<file path="config.mk">
export PLATFORM = sky130hd
export DESIGN_NAME = mdn_unit
export DESIGN_NICKNAME = d
export VERILOG_FILES = /design/src/core/mdn_pkg.sv /design/src/core/mdn_dp_if.sv /design/src/core/mdn_mul.sv /design/src/core/mdn_bcd.sv /design/src/core/mdn_unit.sv
export SDC_FILE = /design/constraint.sdc
export NUM_CORES = 2
export LEC_CHECK = 0
export BUFFER_PORTS_ARGS = -buffer_cell sky130_fd_sc_hd__buf_2
export CORE_MARGIN = 4
export CORE_UTILIZATION = 32
export DETAILED_ROUTE_END_ITERATION = 10
export PLACE_DENSITY = 0.56
export SETUP_SLACK_MARGIN = 0.1
export SKIP_CTS_REPAIR_TIMING = 1
export SYNTH_ARGS = -nofsm -noshare
export SYNTH_HDL_FRONTEND = slang
export SYNTH_SLANG_ARGS = --single-unit
</file>
<file path="constraint.sdc">
create_clock -name clk_i -period 2.2 [get_ports clk_i]
set_input_delay 0.44 -clock clk_i [delete_from_list [all_inputs] [get_ports clk_i]]
set_output_delay 0.44 -clock clk_i [all_outputs]
set_load 0.02 [all_outputs]
</file>
<file path="src/core/mdn_pkg.sv">
// Shared constants, types and decode helpers of the multiply and decimal negate unit
package mdn_pkg;
    // ==================================================================
    // Instruction patterns
    localparam logic [9:0] LONG_MUL_PAT = 10'h130; // 0100110000, long-form multiply
    localparam logic [9:0] DNEG_PAT = 10'h120; // 0100100000, decimal negate
    localparam logic [3:0] WORD_MUL_PAT = 4'hc; // 1100 in bits 15:12
    localparam logic [2:0] WORD_UNS_SUB = 3'h3; // 011 in bits 8:6
    localparam int OPW_TOP_LSB = 6; // Low end of the 10-bit pattern
    localparam int OPW_NIB_LSB = 12; // Low end of the 4-bit pattern
    localparam int OPW_SUB_LSB = 6; // Low end of the 3-bit sub-pattern
    localparam int OPW_DREG_LSB = 9; // Word-form destination register
    localparam int EA_MODE_LSB = 3; // Effective address mode field
    localparam int EA_REG_LSB = 0; // Effective address register field
    // ==================================================================
    // Extension word of the long form
    localparam int EXT_ZERO_BIT = 15; // Must be zero
    localparam int EXT_LO_LSB = 12; // Low result register
    localparam int EXT_SIGN_BIT = 11; // 1 signed, 0 unsigned
    localparam int EXT_SIZE_BIT = 10; // 1 selects a 64-bit product
    localparam int EXT_RSV_LSB = 3; // Bits 9:3 must be zero
    localparam int EXT_RSV_W = 7;
    localparam int EXT_HI_LSB = 0; // High result register
    // ==================================================================
    // Effective address encodings
    localparam logic [2:0] MODE_DREG = 3'h0; // Data register direct
    localparam logic [2:0] MODE_AREG = 3'h1; // Address register direct
    localparam logic [2:0] MODE_EXT = 3'h7; // Absolute, PC-relative, immediate
    localparam logic [2:0] XREG_ABS_L = 3'h1; // Highest absolute encoding
    localparam logic [2:0] XREG_IMM = 3'h4; // Immediate data
    // ==================================================================
    // Condition code bit positions
    localparam int CCR_W = 5;
    localparam int CC_X = 4;
    localparam int CC_N = 3;
    localparam int CC_Z = 2;
    localparam int CC_V = 1;
    localparam int CC_C = 0;
    // ==================================================================
    // Register port map and fields
    localparam logic [3:0] ADDR_CTRL = 4'h0; // Control: unit enable
    localparam logic [3:0] ADDR_STAT = 4'h4; // Status: refusal, last op, overflow
    localparam logic [3:0] ADDR_COUNT = 4'h8; // Completed operation count
    localparam int CTRL_EN_BIT = 0;
    localparam logic CTRL_EN_RST = 1'b1; // Unit runs after reset
    localparam int STAT_REF_BIT = 0; // Sticky refusal, write one to clear
    localparam int STAT_V_BIT = 1; // Overflow of the last accepted operation, zero after a negate
    localparam int STAT_OP_LSB = 4; // Kind of the last accepted operation
    localparam int COUNT_W = 16;
    // ==================================================================
    // Operation kinds
    typedef enum logic [1:0] {OP_NONE, OP_MUL_LONG, OP_MUL_WORD, OP_DNEG} mdn_op_t;

    // Data addressing modes: everything but address register direct
    function automatic logic ea_is_data(input logic [2:0] mode, input logic [2:0] rg);
        ea_is_data = (mode == MODE_AREG) ? 1'b0 : ((mode != MODE_EXT) || (rg <= XREG_IMM));
    endfunction

    // Data alterable: no address register, no PC-relative, no immediate
    function automatic logic ea_is_data_alt(input logic [2:0] mode, input logic [2:0] rg);
        ea_is_data_alt = (mode == MODE_AREG) ? 1'b0 : ((mode != MODE_EXT) || (rg <= XREG_ABS_L));
    endfunction
endpackage

</file>
<file path="src/core/mdn_dp_if.sv">
// Connection between the unit's control and its two arithmetic engines
`timescale 1ns/1ps
interface mdn_dp_if;
    logic [31:0] mul_a; // Multiplicand
    logic [31:0] mul_b; // Multiplier
    logic mul_signed; // Two's complement operands
    logic [63:0] mul_prod; // Full quad product
    logic [7:0] bcd_in; // Packed decimal operand
    logic bcd_x; // Extend flag entering
    logic [7:0] bcd_out; // Packed decimal result
    logic bcd_borrow; // Decimal borrow out

    modport mul_mp (input mul_a, input mul_b, input mul_signed, output mul_prod);
    modport bcd_mp (input bcd_in, input bcd_x, output bcd_out, output bcd_borrow);
    modport core_mp (output mul_a, output mul_b, output mul_signed, input mul_prod,
                     output bcd_in, output bcd_x, input bcd_out, input bcd_borrow);
endinterface // mdn_dp_if

</file>
<file path="src/core/mdn_mul.sv">
// Single-cycle 32x32 multiplier, signed or unsigned, full 64-bit product
`timescale 1ns/1ps
module mdn_mul (
    mdn_dp_if.mul_mp dp
);
    // ==================================================================
    // Operand extension
    // Extending to 64 bits first keeps the whole quad product in range
    logic [63:0] a_ext;
    logic [63:0] b_ext;
    assign a_ext = {{32{dp.mul_signed & dp.mul_a[31]}}, dp.mul_a};
    assign b_ext = {{32{dp.mul_signed & dp.mul_b[31]}}, dp.mul_b};

    // Low 64 bits of the extended product are exact in both modes
    assign dp.mul_prod = a_ext * b_ext;
endmodule // mdn_mul

</file>
<file path="src/core/mdn_bcd.sv">
// Packed decimal negate of one byte: zero minus operand minus extend
`timescale 1ns/1ps
module mdn_bcd (
    mdn_dp_if.bcd_mp dp
);
    // ==================================================================
    // Digit step
    // Zero minus digit minus borrow; returns {borrow, digit}
    function automatic logic [4:0] neg_digit(input logic [3:0] d, input logic b);
        logic [4:0] sub;
        sub = {1'b0, d} + {4'h0, b};
        if (sub == 5'h00) begin
            neg_digit = 5'h00; // Nothing to take: no borrow
        end else begin
            neg_digit = {1'b1, 4'(5'h0a - sub)}; // Borrow ten from next digit
        end
    endfunction

    logic [4:0] lo_step;
    logic [4:0] hi_step;
    // Low digit takes the extend flag, high digit the low digit's borrow
    assign lo_step = neg_digit(dp.bcd_in[3:0], dp.bcd_x);
    assign hi_step = neg_digit(dp.bcd_in[7:4], lo_step[4]);
    assign dp.bcd_out = {hi_step[3:0], lo_step[3:0]};
    assign dp.bcd_borrow = hi_step[4];
endmodule // mdn_bcd

</file>
<file path="src/core/mdn_unit.sv">
// Top of the multiply and decimal negate unit with its register port
// How it works
// RL1 - Multiply source must be data mode
// RL2 - Low register gives multiplicand, takes low product
// RL3 - Width bit picks 32 or 64-bit product
// RL4 - Width set: high half to high register
// RL5 - Same high and low register is undefined
// RL6 - Unsigned multiply; word form 16x16 to 32
// RL7 - Word form uses low halves, stores 32
// RL8 - Long 32-bit result keeps low half only
// RL9 - Multiply: X kept, C cleared, N Z set
// RL10 - Unsigned V: discarded high half nonzero
// RL11 - Signed V: high half not sign extension
// RL12 - Decimal negate byte: zero minus operand minus X
// RL13 - X clear tens complement, set nines
// RL14 - Decimal negate: C on borrow, X copies C
// RL15 - Decimal negate clears Z only if nonzero
// RL16 - Software presets Z before multi-byte negate
// RL17 - Long form pattern; extension bit 11 signed
// RL18 - Word unsigned and decimal negate patterns
`timescale 1ns/1ps
module mdn_unit (
    input wire logic clk_i,
    input wire logic rst_n_i,
    input wire logic op_valid_i,
    input wire logic [15:0] opword_i,
    input wire logic [15:0] extword_i,
    input wire logic [31:0] src_i,
    input wire logic [31:0] dst_i,
    input wire logic [mdn_pkg::CCR_W-1:0] ccr_i,
    output logic done_o,
    output logic refused_o,
    output logic lo_wr_o,
    output logic [2:0] lo_idx_o,
    output logic [31:0] lo_data_o,
    output logic hi_wr_o,
    output logic [2:0] hi_idx_o,
    output logic [31:0] hi_data_o,
    output logic mem_wr_o,
    output logic [mdn_pkg::CCR_W-1:0] ccr_o,
    input wire logic [3:0] addr_i,
    input wire logic [31:0] wdata_i,
    input wire logic wr_i,
    input wire logic rd_i,
    output logic [31:0] rdata_o
);
    import mdn_pkg::*;

    // ==================================================================
    // Instruction fields
    logic [2:0] ea_mode; // Source or destination mode
    logic [2:0] ea_reg; // Register half of the address field
    logic [2:0] lo_num; // Long-form low result register
    logic [2:0] hi_num; // Long-form high result register
    logic [2:0] word_idx; // Word-form destination register
    logic ext_signed; // Long form operates signed
    logic ext_wide; // Long form returns 64 bits
    logic ext_ok; // Fixed extension bits are zero

    assign ea_mode = opword_i[EA_MODE_LSB +: 3];
    assign ea_reg = opword_i[EA_REG_LSB +: 3];
    assign lo_num = extword_i[EXT_LO_LSB +: 3];
    assign hi_num = extword_i[EXT_HI_LSB +: 3];
    assign word_idx = opword_i[OPW_DREG_LSB +: 3];
    assign ext_signed = extword_i[EXT_SIGN_BIT]; // see RL17
    assign ext_wide = extword_i[EXT_SIZE_BIT]; // see RL3
    assign ext_ok = !extword_i[EXT_ZERO_BIT] && (extword_i[EXT_RSV_LSB +: EXT_RSV_W] == '0);

    // ==================================================================
    // Opcode recognition
    logic hit_long; // Long-form multiply pattern
    logic hit_word; // Unsigned word multiply pattern
    logic hit_dneg; // Decimal negate pattern
    mdn_op_t op_kind; // Decoded operation

    assign hit_long = (opword_i[OPW_TOP_LSB +: 10] == LONG_MUL_PAT) && ext_ok; // see RL17
    assign hit_word = (opword_i[OPW_NIB_LSB +: 4] == WORD_MUL_PAT)
                      && (opword_i[OPW_SUB_LSB +: 3] == WORD_UNS_SUB); // see RL18
    assign hit_dneg = (opword_i[OPW_TOP_LSB +: 10] == DNEG_PAT); // see RL18
    // Patterns are disjoint, so the order here only fixes a default
    assign op_kind = hit_long ? OP_MUL_LONG : hit_word ? OP_MUL_WORD : hit_dneg ? OP_DNEG : OP_NONE;

    // ==================================================================
    // Operand legality
    logic ea_legal; // Addressing mode allowed for this kind
    logic ctrl_en_reg; // Software enable of the unit
    logic accept; // Operation will execute
    logic refuse; // Request present but not executed

    // Multiplies read any data mode; the negate must also write back
    assign ea_legal = (op_kind == OP_DNEG) ? ea_is_data_alt(ea_mode, ea_reg)
                                          : ea_is_data(ea_mode, ea_reg); // see RL1
    assign accept = op_valid_i && ctrl_en_reg && (op_kind != OP_NONE) && ea_legal;
    assign refuse = op_valid_i && !accept;

    // ==================================================================
    // Arithmetic engines
    mdn_dp_if dp ();

    mdn_mul u_mul (
        .dp(dp.mul_mp)
    );

    mdn_bcd u_bcd (
        .dp(dp.bcd_mp)
    );

    // Long form: full registers; word form: low halves only, unsigned
    assign dp.mul_a = (op_kind == OP_MUL_LONG) ? dst_i : {16'h0000, dst_i[15:0]}; // see RL2
    assign dp.mul_b = (op_kind == OP_MUL_LONG) ? src_i : {16'h0000, src_i[15:0]}; // see RL7
    assign dp.mul_signed = (op_kind == OP_MUL_LONG) && ext_signed; // see RL6
    // Only the low byte of the destination is negated
    assign dp.bcd_in = src_i[7:0]; // see RL12
    assign dp.bcd_x = ccr_i[CC_X]; // see RL13

    // ==================================================================
    // Multiply results and flags
    logic [31:0] prod_lo; // Low half of the product
    logic [31:0] prod_hi; // High half of the product
    logic wide_res; // 64-bit result returned
    logic mul_n; // Sign of the returned result
    logic mul_z; // Returned result is zero
    logic ovf_u; // Unsigned: discarded half nonzero
    logic ovf_s; // Signed: discarded half not a sign copy
    logic mul_v; // Overflow flag
    logic [CCR_W-1:0] mul_ccr; // Flags after a multiply

    assign prod_lo = dp.mul_prod[31:0]; // see RL8
    assign prod_hi = dp.mul_prod[63:32];
    assign wide_res = (op_kind == OP_MUL_LONG) && ext_wide; // see RL3
    // Word products never reach the high half, so one test serves both
    assign mul_n = wide_res ? prod_hi[31] : prod_lo[31]; // see RL9
    assign mul_z = wide_res ? (dp.mul_prod == '0) : (prod_lo == '0); // see RL9
    assign ovf_u = (prod_hi != '0); // see RL10
    assign ovf_s = (prod_hi != {32{prod_lo[31]}}); // see RL11
    // Overflow exists only for a long multiply kept to 32 bits
    assign mul_v = (op_kind == OP_MUL_LONG) && !ext_wide && (ext_signed ? ovf_s : ovf_u); // see RL10
    always_comb begin
        mul_ccr = ccr_i; // X passes through untouched, see RL9
        mul_ccr[CC_N] = mul_n;
        mul_ccr[CC_Z] = mul_z;
        mul_ccr[CC_V] = mul_v;
        mul_ccr[CC_C] = 1'b0; // see RL9
    end

    // ==================================================================
    // Decimal negate flags
    logic [CCR_W-1:0] bcd_ccr; // Flags after a decimal negate

    // N and V are undefined; holding them costs nothing and stays stable
    always_comb begin
        bcd_ccr = ccr_i;
        bcd_ccr[CC_C] = dp.bcd_borrow; // see RL14
        bcd_ccr[CC_X] = dp.bcd_borrow; // see RL14
        // Z only ever falls, so a chain of bytes keeps a running zero test
        if (dp.bcd_out != 8'h00) begin
            bcd_ccr[CC_Z] = 1'b0; // see RL15
        end
    end

    // ==================================================================
    // Write-back selection
    logic bcd_in_reg; // Negate target is a data register
    logic lo_wr_next;
    logic [2:0] lo_idx_next;
    logic [31:0] lo_data_next;
    logic hi_wr_next;
    logic mem_wr_next;
    logic [CCR_W-1:0] ccr_next;

    assign bcd_in_reg = (ea_mode == MODE_DREG);
    always_comb begin
        lo_wr_next = 1'b0;
        lo_idx_next = lo_idx_o;
        lo_data_next = lo_data_o;
        hi_wr_next = 1'b0;
        mem_wr_next = 1'b0;
        ccr_next = ccr_i; // Refused work leaves flags as they came
        if (accept) begin
            case (op_kind)
                OP_MUL_LONG: begin
                    lo_wr_next = 1'b1;
                    lo_idx_next = lo_num; // see RL2
                    lo_data_next = prod_lo; // see RL8
                    // With equal indices the core sees two writes; undefined, see RL5
                    hi_wr_next = ext_wide; // see RL4
                    ccr_next = mul_ccr;
                end
                OP_MUL_WORD: begin
                    lo_wr_next = 1'b1;
                    lo_idx_next = word_idx;
                    lo_data_next = prod_lo; // All 32 product bits, see RL7
                    ccr_next = mul_ccr;
                end
                OP_DNEG: begin
                    // Register targets keep their upper 24 bits
                    lo_wr_next = bcd_in_reg;
                    mem_wr_next = !bcd_in_reg;
                    lo_idx_next = ea_reg;
                    lo_data_next = {src_i[31:8], dp.bcd_out}; // see RL12
                    ccr_next = bcd_ccr;
                end
                default: begin
                    ccr_next = ccr_i;
                end
            endcase
        end
    end

    // ==================================================================
    // Result registers
    logic done_reg;
    logic refused_reg;
    logic lo_wr_reg;
    logic [2:0] lo_idx_reg;
    logic [31:0] lo_data_reg;
    logic hi_wr_reg;
    logic [2:0] hi_idx_reg;
    logic [31:0] hi_data_reg;
    logic mem_wr_reg;
    logic [CCR_W-1:0] ccr_reg;

    // Strobes last one cycle; low data and index hold until next accept, high ones until next 64-bit multiply
    always_ff @(posedge clk_i or negedge rst_n_i) begin
        if (!rst_n_i) begin
            done_reg <= 1'b0;
            refused_reg <= 1'b0;
            lo_wr_reg <= 1'b0;
            lo_idx_reg <= 3'h0;
            lo_data_reg <= 32'h0000_0000;
            hi_wr_reg <= 1'b0;
            hi_idx_reg <= 3'h0;
            hi_data_reg <= 32'h0000_0000;
            mem_wr_reg <= 1'b0;
            ccr_reg <= '0;
        end else begin
            done_reg <= op_valid_i;
            refused_reg <= refuse;
            lo_wr_reg <= lo_wr_next;
            lo_idx_reg <= lo_idx_next;
            lo_data_reg <= lo_data_next;
            hi_wr_reg <= hi_wr_next;
            if (hi_wr_next) begin
                hi_idx_reg <= hi_num; // see RL4
                hi_data_reg <= prod_hi; // see RL4
            end
            mem_wr_reg <= mem_wr_next;
            if (op_valid_i) begin
                ccr_reg <= ccr_next;
            end
        end
    end

    assign done_o = done_reg;
    assign refused_o = refused_reg;
    assign lo_wr_o = lo_wr_reg;
    assign lo_idx_o = lo_idx_reg;
    assign lo_data_o = lo_data_reg;
    assign hi_wr_o = hi_wr_reg;
    assign hi_idx_o = hi_idx_reg;
    assign hi_data_o = hi_data_reg;
    assign mem_wr_o = mem_wr_reg;
    assign ccr_o = ccr_reg;

    // ==================================================================
    // Register port
    logic sel_ctrl; // Address hits the control word
    logic sel_stat; // Address hits the status word
    logic sel_count; // Address hits the counter
    logic ref_sticky_reg; // Some request was refused
    logic last_v_reg; // Overflow of last accepted operation, zero after a negate
    mdn_op_t last_op_reg; // Kind of last accepted operation
    logic [COUNT_W-1:0] count_reg; // Accepted operations, wraps
    logic [31:0] rd_mux; // Read data before the output flop
    logic [31:0] rdata_reg;

    assign sel_ctrl = (addr_i == ADDR_CTRL);
    assign sel_stat = (addr_i == ADDR_STAT);
    assign sel_count = (addr_i == ADDR_COUNT);

    // Control bit stops the unit; requests are then refused, not lost silently
    always_ff @(posedge clk_i or negedge rst_n_i) begin
        if (!rst_n_i) begin
            ctrl_en_reg <= CTRL_EN_RST;
        end else if (wr_i && sel_ctrl) begin
            ctrl_en_reg <= wdata_i[CTRL_EN_BIT];
        end
    end

    // Sticky refusal: a new refusal beats a clear in the same cycle
    always_ff @(posedge clk_i or negedge rst_n_i) begin
        if (!rst_n_i) begin
            ref_sticky_reg <= 1'b0;
        end else if (refuse) begin
            ref_sticky_reg <= 1'b1;
        end else if (wr_i && sel_stat && wdata_i[STAT_REF_BIT]) begin
            ref_sticky_reg <= 1'b0;
        end
    end

    // Last-operation record for software inspection
    always_ff @(posedge clk_i or negedge rst_n_i) begin
        if (!rst_n_i) begin
            last_v_reg <= 1'b0;
            last_op_reg <= OP_NONE;
        end else if (accept) begin
            last_v_reg <= (op_kind != OP_DNEG) && mul_v;
            last_op_reg <= op_kind;
        end
    end

    // Counter: an accept in the clearing cycle still counts as one
    always_ff @(posedge clk_i or negedge rst_n_i) begin
        if (!rst_n_i) begin
            count_reg <= '0;
        end else if (wr_i && sel_count) begin
            count_reg <= COUNT_W'(accept);
        end else if (accept) begin
            count_reg <= count_reg + 1'b1;
        end
    end

    // Unmapped addresses read zero
    always_comb begin
        rd_mux = 32'h0000_0000;
        if (sel_ctrl) begin
            rd_mux[CTRL_EN_BIT] = ctrl_en_reg;
        end else if (sel_stat) begin
            rd_mux[STAT_REF_BIT] = ref_sticky_reg;
            rd_mux[STAT_V_BIT] = last_v_reg;
            rd_mux[STAT_OP_LSB +: 2] = last_op_reg;
        end else if (sel_count) begin
            rd_mux[COUNT_W-1:0] = count_reg;
        end
    end

    // Read data stands for the single cycle after the strobe
    always_ff @(posedge clk_i or negedge rst_n_i) begin
        if (!rst_n_i) begin
            rdata_reg <= 32'h0000_0000;
        end else if (rd_i) begin
            rdata_reg <= rd_mux;
        end else begin
            rdata_reg <= 32'h0000_0000;
        end
    end

    assign rdata_o = rdata_reg;
endmodule // mdn_unit

</file>
[Word level (Yosys, flattened, before mapping)]
Cells that the tools add are included.
Operators by class
  add/subtract/negate cells: 5
  multiply operators: 1
  divide/modulo/power cells: 0
  order comparisons: 2
  eq/ne operators: 13
  shift operators: 0
  muxes and demuxes: 36
  bitwise logic cells: 2
  reductions and logical operators: 39
Operator list (count)
  $logic_not A64 Y1: 1
  $mul A33 B33 Y64: 1
  $mux W16: 4
  $mux W32: 2
  $pmux W32 S2: 1
  $logic_not A32 Y1: 1
  $ne A32 B32 Y1: 1
  $reduce_bool A32 Y1: 1
  $eq A10 B9 Y1 const B: 2
  $add A16 B1 Y16 const B: 1
  $logic_and A1 B1 Y1: 16
  $mux W1: 15
  $mux W15: 1
  $mux W5: 3
  $mux W2: 6
  $add A4 B1 Y5: 2
  $logic_not A5 Y1: 2
  $mux W10: 1
  $pmux W5 S2: 1
  $pmux W3 S3: 1
  $eq A4 B4 Y1 const B: 2
  $reduce_bool A2 Y1: 4
  $reduce_bool A8 Y1: 1
  $sub A4 B4 Y4 const A: 2
  19 further kinds: 26
Storage, ports and cells
  flip-flop bits (word level): 133
  bits in latches: 0
  bits in writable memories: 0
  memory bits (read-only): 0
  bits of input ports: 142
  output and inout port bits: 112
  logic and storage cells: 114
  memories kept: 0

[Longest topological paths before layout]
  word-level depth: 13
  depth in mapped cells: 36
  gate-level depth less buffers: 32

[Cells and area by module]
From an unflattened synthesis, not the netlist that was laid out.
Unflattened totals
  cell total of the unflattened synthesis: 4759
  area, all modules: 43705.7 um^2
Modules (own cells, without submodules)
  mdn_mul: instances 1, cells each 4126, area each 37657.4 um^2, seq. area each 0.0 um^2
  mdn_unit: instances 1, cells each 578, area each 5675.4 um^2, seq. area each 2929.1 um^2
  mdn_bcd: instances 1, cells each 55, area each 372.9 um^2, seq. area each 0.0 um^2

[Worst setup path before layout]
No wires, ideal clock.
  path type: input to register
  start point: in opword_i[8]
  end point: reg ccr_reg[1], in the netlist ccr_o[1]
  setup time: 0.126 ns
  arrival: 9.793 ns
  data required time: 2.074 ns
  setup slack: -7.719 ns
  cell stages on the path: 35
  path buffers: 4
  cells stage by stage: or4b_1 nor4_2 clkbuf_1 and2_1 clkbuf_1 buf_1 nand2_1 fa_1 fa_1 inv_1 fa_1 inv_1 fa_1 inv_1 fa_1 inv_1 fa_1 inv_1 fa_1 inv_1 fa_1 inv_1 ha_1 buf_6 a21oi_2 o21ai_1 nand2_1 nand3b_1 or4_1 o211a_1 or4_1 or4_1 nand4bb_1 a211oi_2 o21ai_1
On the way
  longest elaborated chain between the ends: 13
  elaborated cells between the ends (all ways): 29
  those cells by class: mul (1); eq/ne (7); mux (9); bitwise (2); reduce/logical (10)
Ends and longest elaborated chain
  from (decl): line mdn_unit.sv:26  | input wire logic [15:0] opword_i,
  $eq A10 B9 Y1 / $eq A3 B2 Y1 (equally long branches): line mdn_unit.sv:79, mdn_unit.sv:78
  $mux W2 / $logic_and A1 B1 Y1 (equally long branches): line mdn_unit.sv:81, mdn_unit.sv:78
  $mux W2: line mdn_unit.sv:81  | assign op_kind = hit_long ? OP_MUL_LONG : hit_word ? OP_MUL_WORD : hit_dneg ? OP_DNEG : OP_NONE;
  $mux W2 *: line mdn_unit.sv:81
  $eq A2 B1 Y1
  $mux W32 (tied with other cells): line mdn_unit.sv:109  | assign dp.mul_a = (op_kind == OP_MUL_LONG) ? dst_i : {16'h0000, dst_i[15:0]};
  $and A1 B1 Y1 (on tied branches): line mdn_mul.sv:11, mdn_mul.sv:12
  $mul A33 B33 Y64: line mdn_mul.sv:15  | assign dp.mul_prod = a_ext * b_ext;
  $ne A32 B32 Y1 / $reduce_bool A32 Y1 (equally long branches): line mdn_unit.sv:135, mdn_unit.sv:134
  $mux W1: line mdn_unit.sv:137  | assign mul_v = (op_kind == OP_MUL_LONG) && !ext_wide && (ext_signed ? ovf_s : ovf_u);
  $logic_and A1 B1 Y1: line mdn_unit.sv:137
  $pmux W5 S2: line mdn_unit.sv:180  | case (op_kind)
  $mux W5 *: line mdn_unit.sv:179  | if (accept) begin
  to (signal assigned): line mdn_unit.sv:249  | ccr_reg <= ccr_next;
  to (decl): line mdn_unit.sv:221  | logic [CCR_W-1:0] ccr_reg;
Every way passes the cells marked *; elsewhere a longest branch is shown, timed or not.
A chain may end at the register's enable or synchronous reset.

[Final worst setup path]
  start point: in opword_i[13]
  end point: reg ccr_reg[1], in the netlist ccr_o[1]
On the way
  longest elaborated chain between the ends: 13
  elaborated cells between the ends (all ways): 29
  those cells by class: mul (1); eq/ne (7); mux (9); bitwise (2); reduce/logical (10)
Ends and longest elaborated chain (line)
  $eq A10 B9 Y1 / $eq A4 B4 Y1 (equally long branches): mdn_unit.sv:79, mdn_unit.sv:77
  $mux W2 / $logic_and A1 B1 Y1 (equally long branches): mdn_unit.sv:81, mdn_unit.sv:78
  $mux W2: mdn_unit.sv:81
  $mux W2 *: mdn_unit.sv:81
  $eq A2 B1 Y1
  $mux W32 (tied with other cells): mdn_unit.sv:109
  $and A1 B1 Y1 (on tied branches): mdn_mul.sv:11, mdn_mul.sv:12
  $mul A33 B33 Y64: mdn_mul.sv:15
  $ne A32 B32 Y1 / $reduce_bool A32 Y1 (equally long branches): mdn_unit.sv:135, mdn_unit.sv:134
  $mux W1: mdn_unit.sv:137
  $logic_and A1 B1 Y1: mdn_unit.sv:137
  $pmux W5 S2: mdn_unit.sv:180
  $mux W5 *: mdn_unit.sv:179
Marks and branches as above.

==> metrics.md <==
| Metric | Value |
|---|---|
| Run status | `complete, but fails checks` |
| Failing checks | `negative setup slack` |
| Final GP Congestion | `0.9377` |
| Slowest-stage cell, CP | `or4b_4` |
| Worst-skew pair later-pin latency | `0.43 ns` |
| Top FF cell, synth | `dfrtp_1` |
| Detailed placement HPWL | `133.6 mm` |
| Syn Inst Count | `4967` |
| CP required | `2.48 ns` |
| Io pins | `254` |
| Initial core utilization | `32.34%` |
| Final core utilization | `42.31%` |
| Synth warn | `0` |
| Clk sink count | `117` |
| Total Power | `65.13 mW` |
| Total Wirelength | `158.8 mm` |
| Total GRT Usage | `21.35%` |
| Min-delay worst type | `in -> reg` |
| Largest net degree at the start of global routing | `61` |
| VDD IR max | `0.004732 V` |
| Core footprint | `138200 sq um` |
| Initial antenna violation count | `11` |
| Detailed Route Iter0 Violations | `2881` |
| Number of buffers created by CTS | `17` |
| Post-Syn Area | `44690 sq um` |
| Clock skew | `0.01407 ns` |
| Seq cells post-synth | `117` |
| Startpoint Class | `input pin` |
| Final ANT Viol Nets | `0` |
| RSZ-0062 raised after global routing | `yes` |
| Period minus WS final | `9.341 ns` |
| First-pass GRT wire length | `240.6 mm` |
| Worst slew pin tran | `0.7902 ns` |
| Area Overhead vs Synth | `30.80%` |
| Final setup violating endpoints | `99` |
| PortBufs | `206` |
| Die height | `381.7 um` |
| Vias | `37624` |
| # rows | `136` |
| WL per Instance | `20.83 um` |
| P per Cell Area | `1114 nW/um^2` |
| # DRC | `0` |
| Pre-antenna DRT Iters | `8` |
| Root Driver | `clkbuf_16` |
| Slew headroom | `47.13%` |
| Width of the die | `381.7 um` |
| LEAKAGE | `28.89 nW` |
| Max-slew violations | `0` |
| Seq/Total Area, Yosys | `6.554%` |
| Worst stage delay on the critical path | `0.53 ns` |
| Gr ovfl total | `0` |
| CP bufs+invs | `11` |
| Final WS setup | `-7.141 ns` |
| CP Max Fanout | `11` |
| CP delay by family, top | `adder cells` |
| CP arrival | `9.63 ns` |
| # nets final | `7227` |
| Vias/cell | `4.937` |
| DIE AREA | `145700 sq um` |
| Crit share post-route | `424.6%` |
| EDFF count, synth | `0` |
| Fmax | `107.1 MHz` |
| Ys async rst share | `100.0%` |
| H-tree depth | `4` |
| Number of max-cap violations | `0` |
| Library cells used by synthesis | `86` |
| CTS clk-pin slew, worst paths | `0.06 ns` |
| Critical Path Sink Type | `register` |
| Final Hold Viols | `0` |
| Layout cells sized above 1 | `28.89%` |
| CP Class | `in -> reg` |
| CP dominant cell by count | `fa_1` |
| CTS Buffer Depth | `2` |
| Vias in the first global route | `40047` |
| CTS tree | `built` |
| Avg Inst Size Synth | `8.997 sq um` |
==> metal layers <==
metal | share of wire (%) | GRT usage [%] | up-vias
li1 | - | - | 16439
met1 | 42 | 29.22 | 19644
met2 | 48 | 35.87 | 1278
met3 | 6.5 | 2.742 | 259
met4 | 3.3 | 5.498 | 4
met5 | 0.014 | 0 | -
==> report_power, final <==
| group | switching (mW) | internal (mW) | leakage (nW) |
|---|---|---|---|
| clock | 1.09 | 1.57 | 0.272 |
| sequential | 0.0351 | 2.20 | 1.61 |
| combinational | 30.7 | 29.5 | 27.0 |
==> cells in the final DEF (no fill, tap or decap), drive strengths merged, types with 24 or more instances in the layout <==
cell / Yosys / final
buf: 44 / 1043
nand4: 36 / 36
nand3: 34 / 34
xor2: 34 / 34
nor2: 154 / 154
nor3: 33 / 33
nand2: 861 / 861
xnor2: 56 / 56
ha: 221 / 221
clkbuf: 278 / 33
and2: 118 / 118
a21o: 24 / 24
fa: 1125 / 1125
and3: 291 / 291
inv: 1083 / 1086
o21ai: 118 / 118
dfrtp: 116 / 116
a21oi: 106 / 106
==> area by class of cell <==
type	instances	area [sq um]
diodes	6	15.01
clock buffers	17	425.4
clock inverters	15	145.1
fillers	13636	79720
inverters	1083	4086
multi-input cells	3460	39490
flip-flops and latches	117	2929
well taps	1863	2331
repair buffers	1060	9032
==> cells in the mapped netlist, drive strengths merged, types with 3 or more instances <==
cell	number	share of area [%]
a211o	3	0.059
a211oi	11	0.21
a21o	24	0.40
a21oi	106	1.3
a221oi	23	0.45
a22oi	12	0.23
a31oi	18	0.25
a41oi	4	0.078
and2	118	1.7
and3	291	4.1
and4	4	0.078
buf	44	0.74
clkbuf	278	2.3
dfrtp	116	6.5
fa	1125	50
ha	221	6.2
inv	1083	9.1
mux2	15	0.38
mux2i	7	0.16
nand2	861	7.2
nand2b	5	0.070
nand3	34	0.39
nand3b	6	0.10
nand4	36	0.55
nor2	154	1.3
nor2b	4	0.056
nor3	33	0.42
nor4	15	0.22
o2111ai	5	0.098
o211a	3	0.067
o211ai	16	0.28
o21a	11	0.18
o21ai	118	1.3
o21bai	6	0.10
o31ai	7	0.13
or2	12	0.17
or3	11	0.15
or4	6	0.10
xnor2	56	1.1
xor2	34	0.67
==> cells by family after synthesis <==
group | share of synthesized area [%]
muxes | 0.5348
DFF | 6.554
AOI/OAI and AO/OA | 5.656
other | 0.008391
xor gates and xnor gates | 1.764
and+or+nand+nor | 16.73
buffers and inverters | 12.17
adders and majority gates | 56.58
==> path summary, 6_finish.rpt <==
| check | cells after the start | start | slack (ns) | to |
|---|---|---|---|---|
| max in group asynchronous | 3 | rst_n_i | 0.99 | ctrl_en_reg$_DFFE_PN1P_ |
| min | 2 | extword_i[0] | 0.25 | hi_idx_o[0]$_DFFE_PN0P_ |
| max reg2reg | 9 | count_reg[4]$_DFFE_PN0P_ | 0.13 | count_reg[15]$_DFFE_PN0P_ |
| min reg2reg | 2 | hi_data_o[9]$_DFFE_PN0P_ | 0.48 | hi_data_o[9]$_DFFE_PN0P_ |
| max | 34 | opword_i[13] | -7.14 | ccr_o[1]$_DFFE_PN0P_ |
| min in group asynchronous | 2 | rst_n_i | 0.51 | lo_idx_o[0]$_DFFE_PN0P_ |
==> stage by stage <==
stage	hold slack, ns	setup TNS (ns)	instance area [sq um]	setup WS (ns)	instances
CTS	-0.02730	-375.79	54300	-7.391	7506
global placement	0.4210	-413.47	53730	-7.730	7474
global route	0.2421	-379.56	58450	-7.345	7618
floorplan	0.1444	-347.54	45840	-6.924	4982
detailed placement	0.4188	-417.48	53730	-7.810	7474
finish	0.2474	-363.60	58450	-7.141	7621
Note: power is estimated with default switching activity, not from simulation.
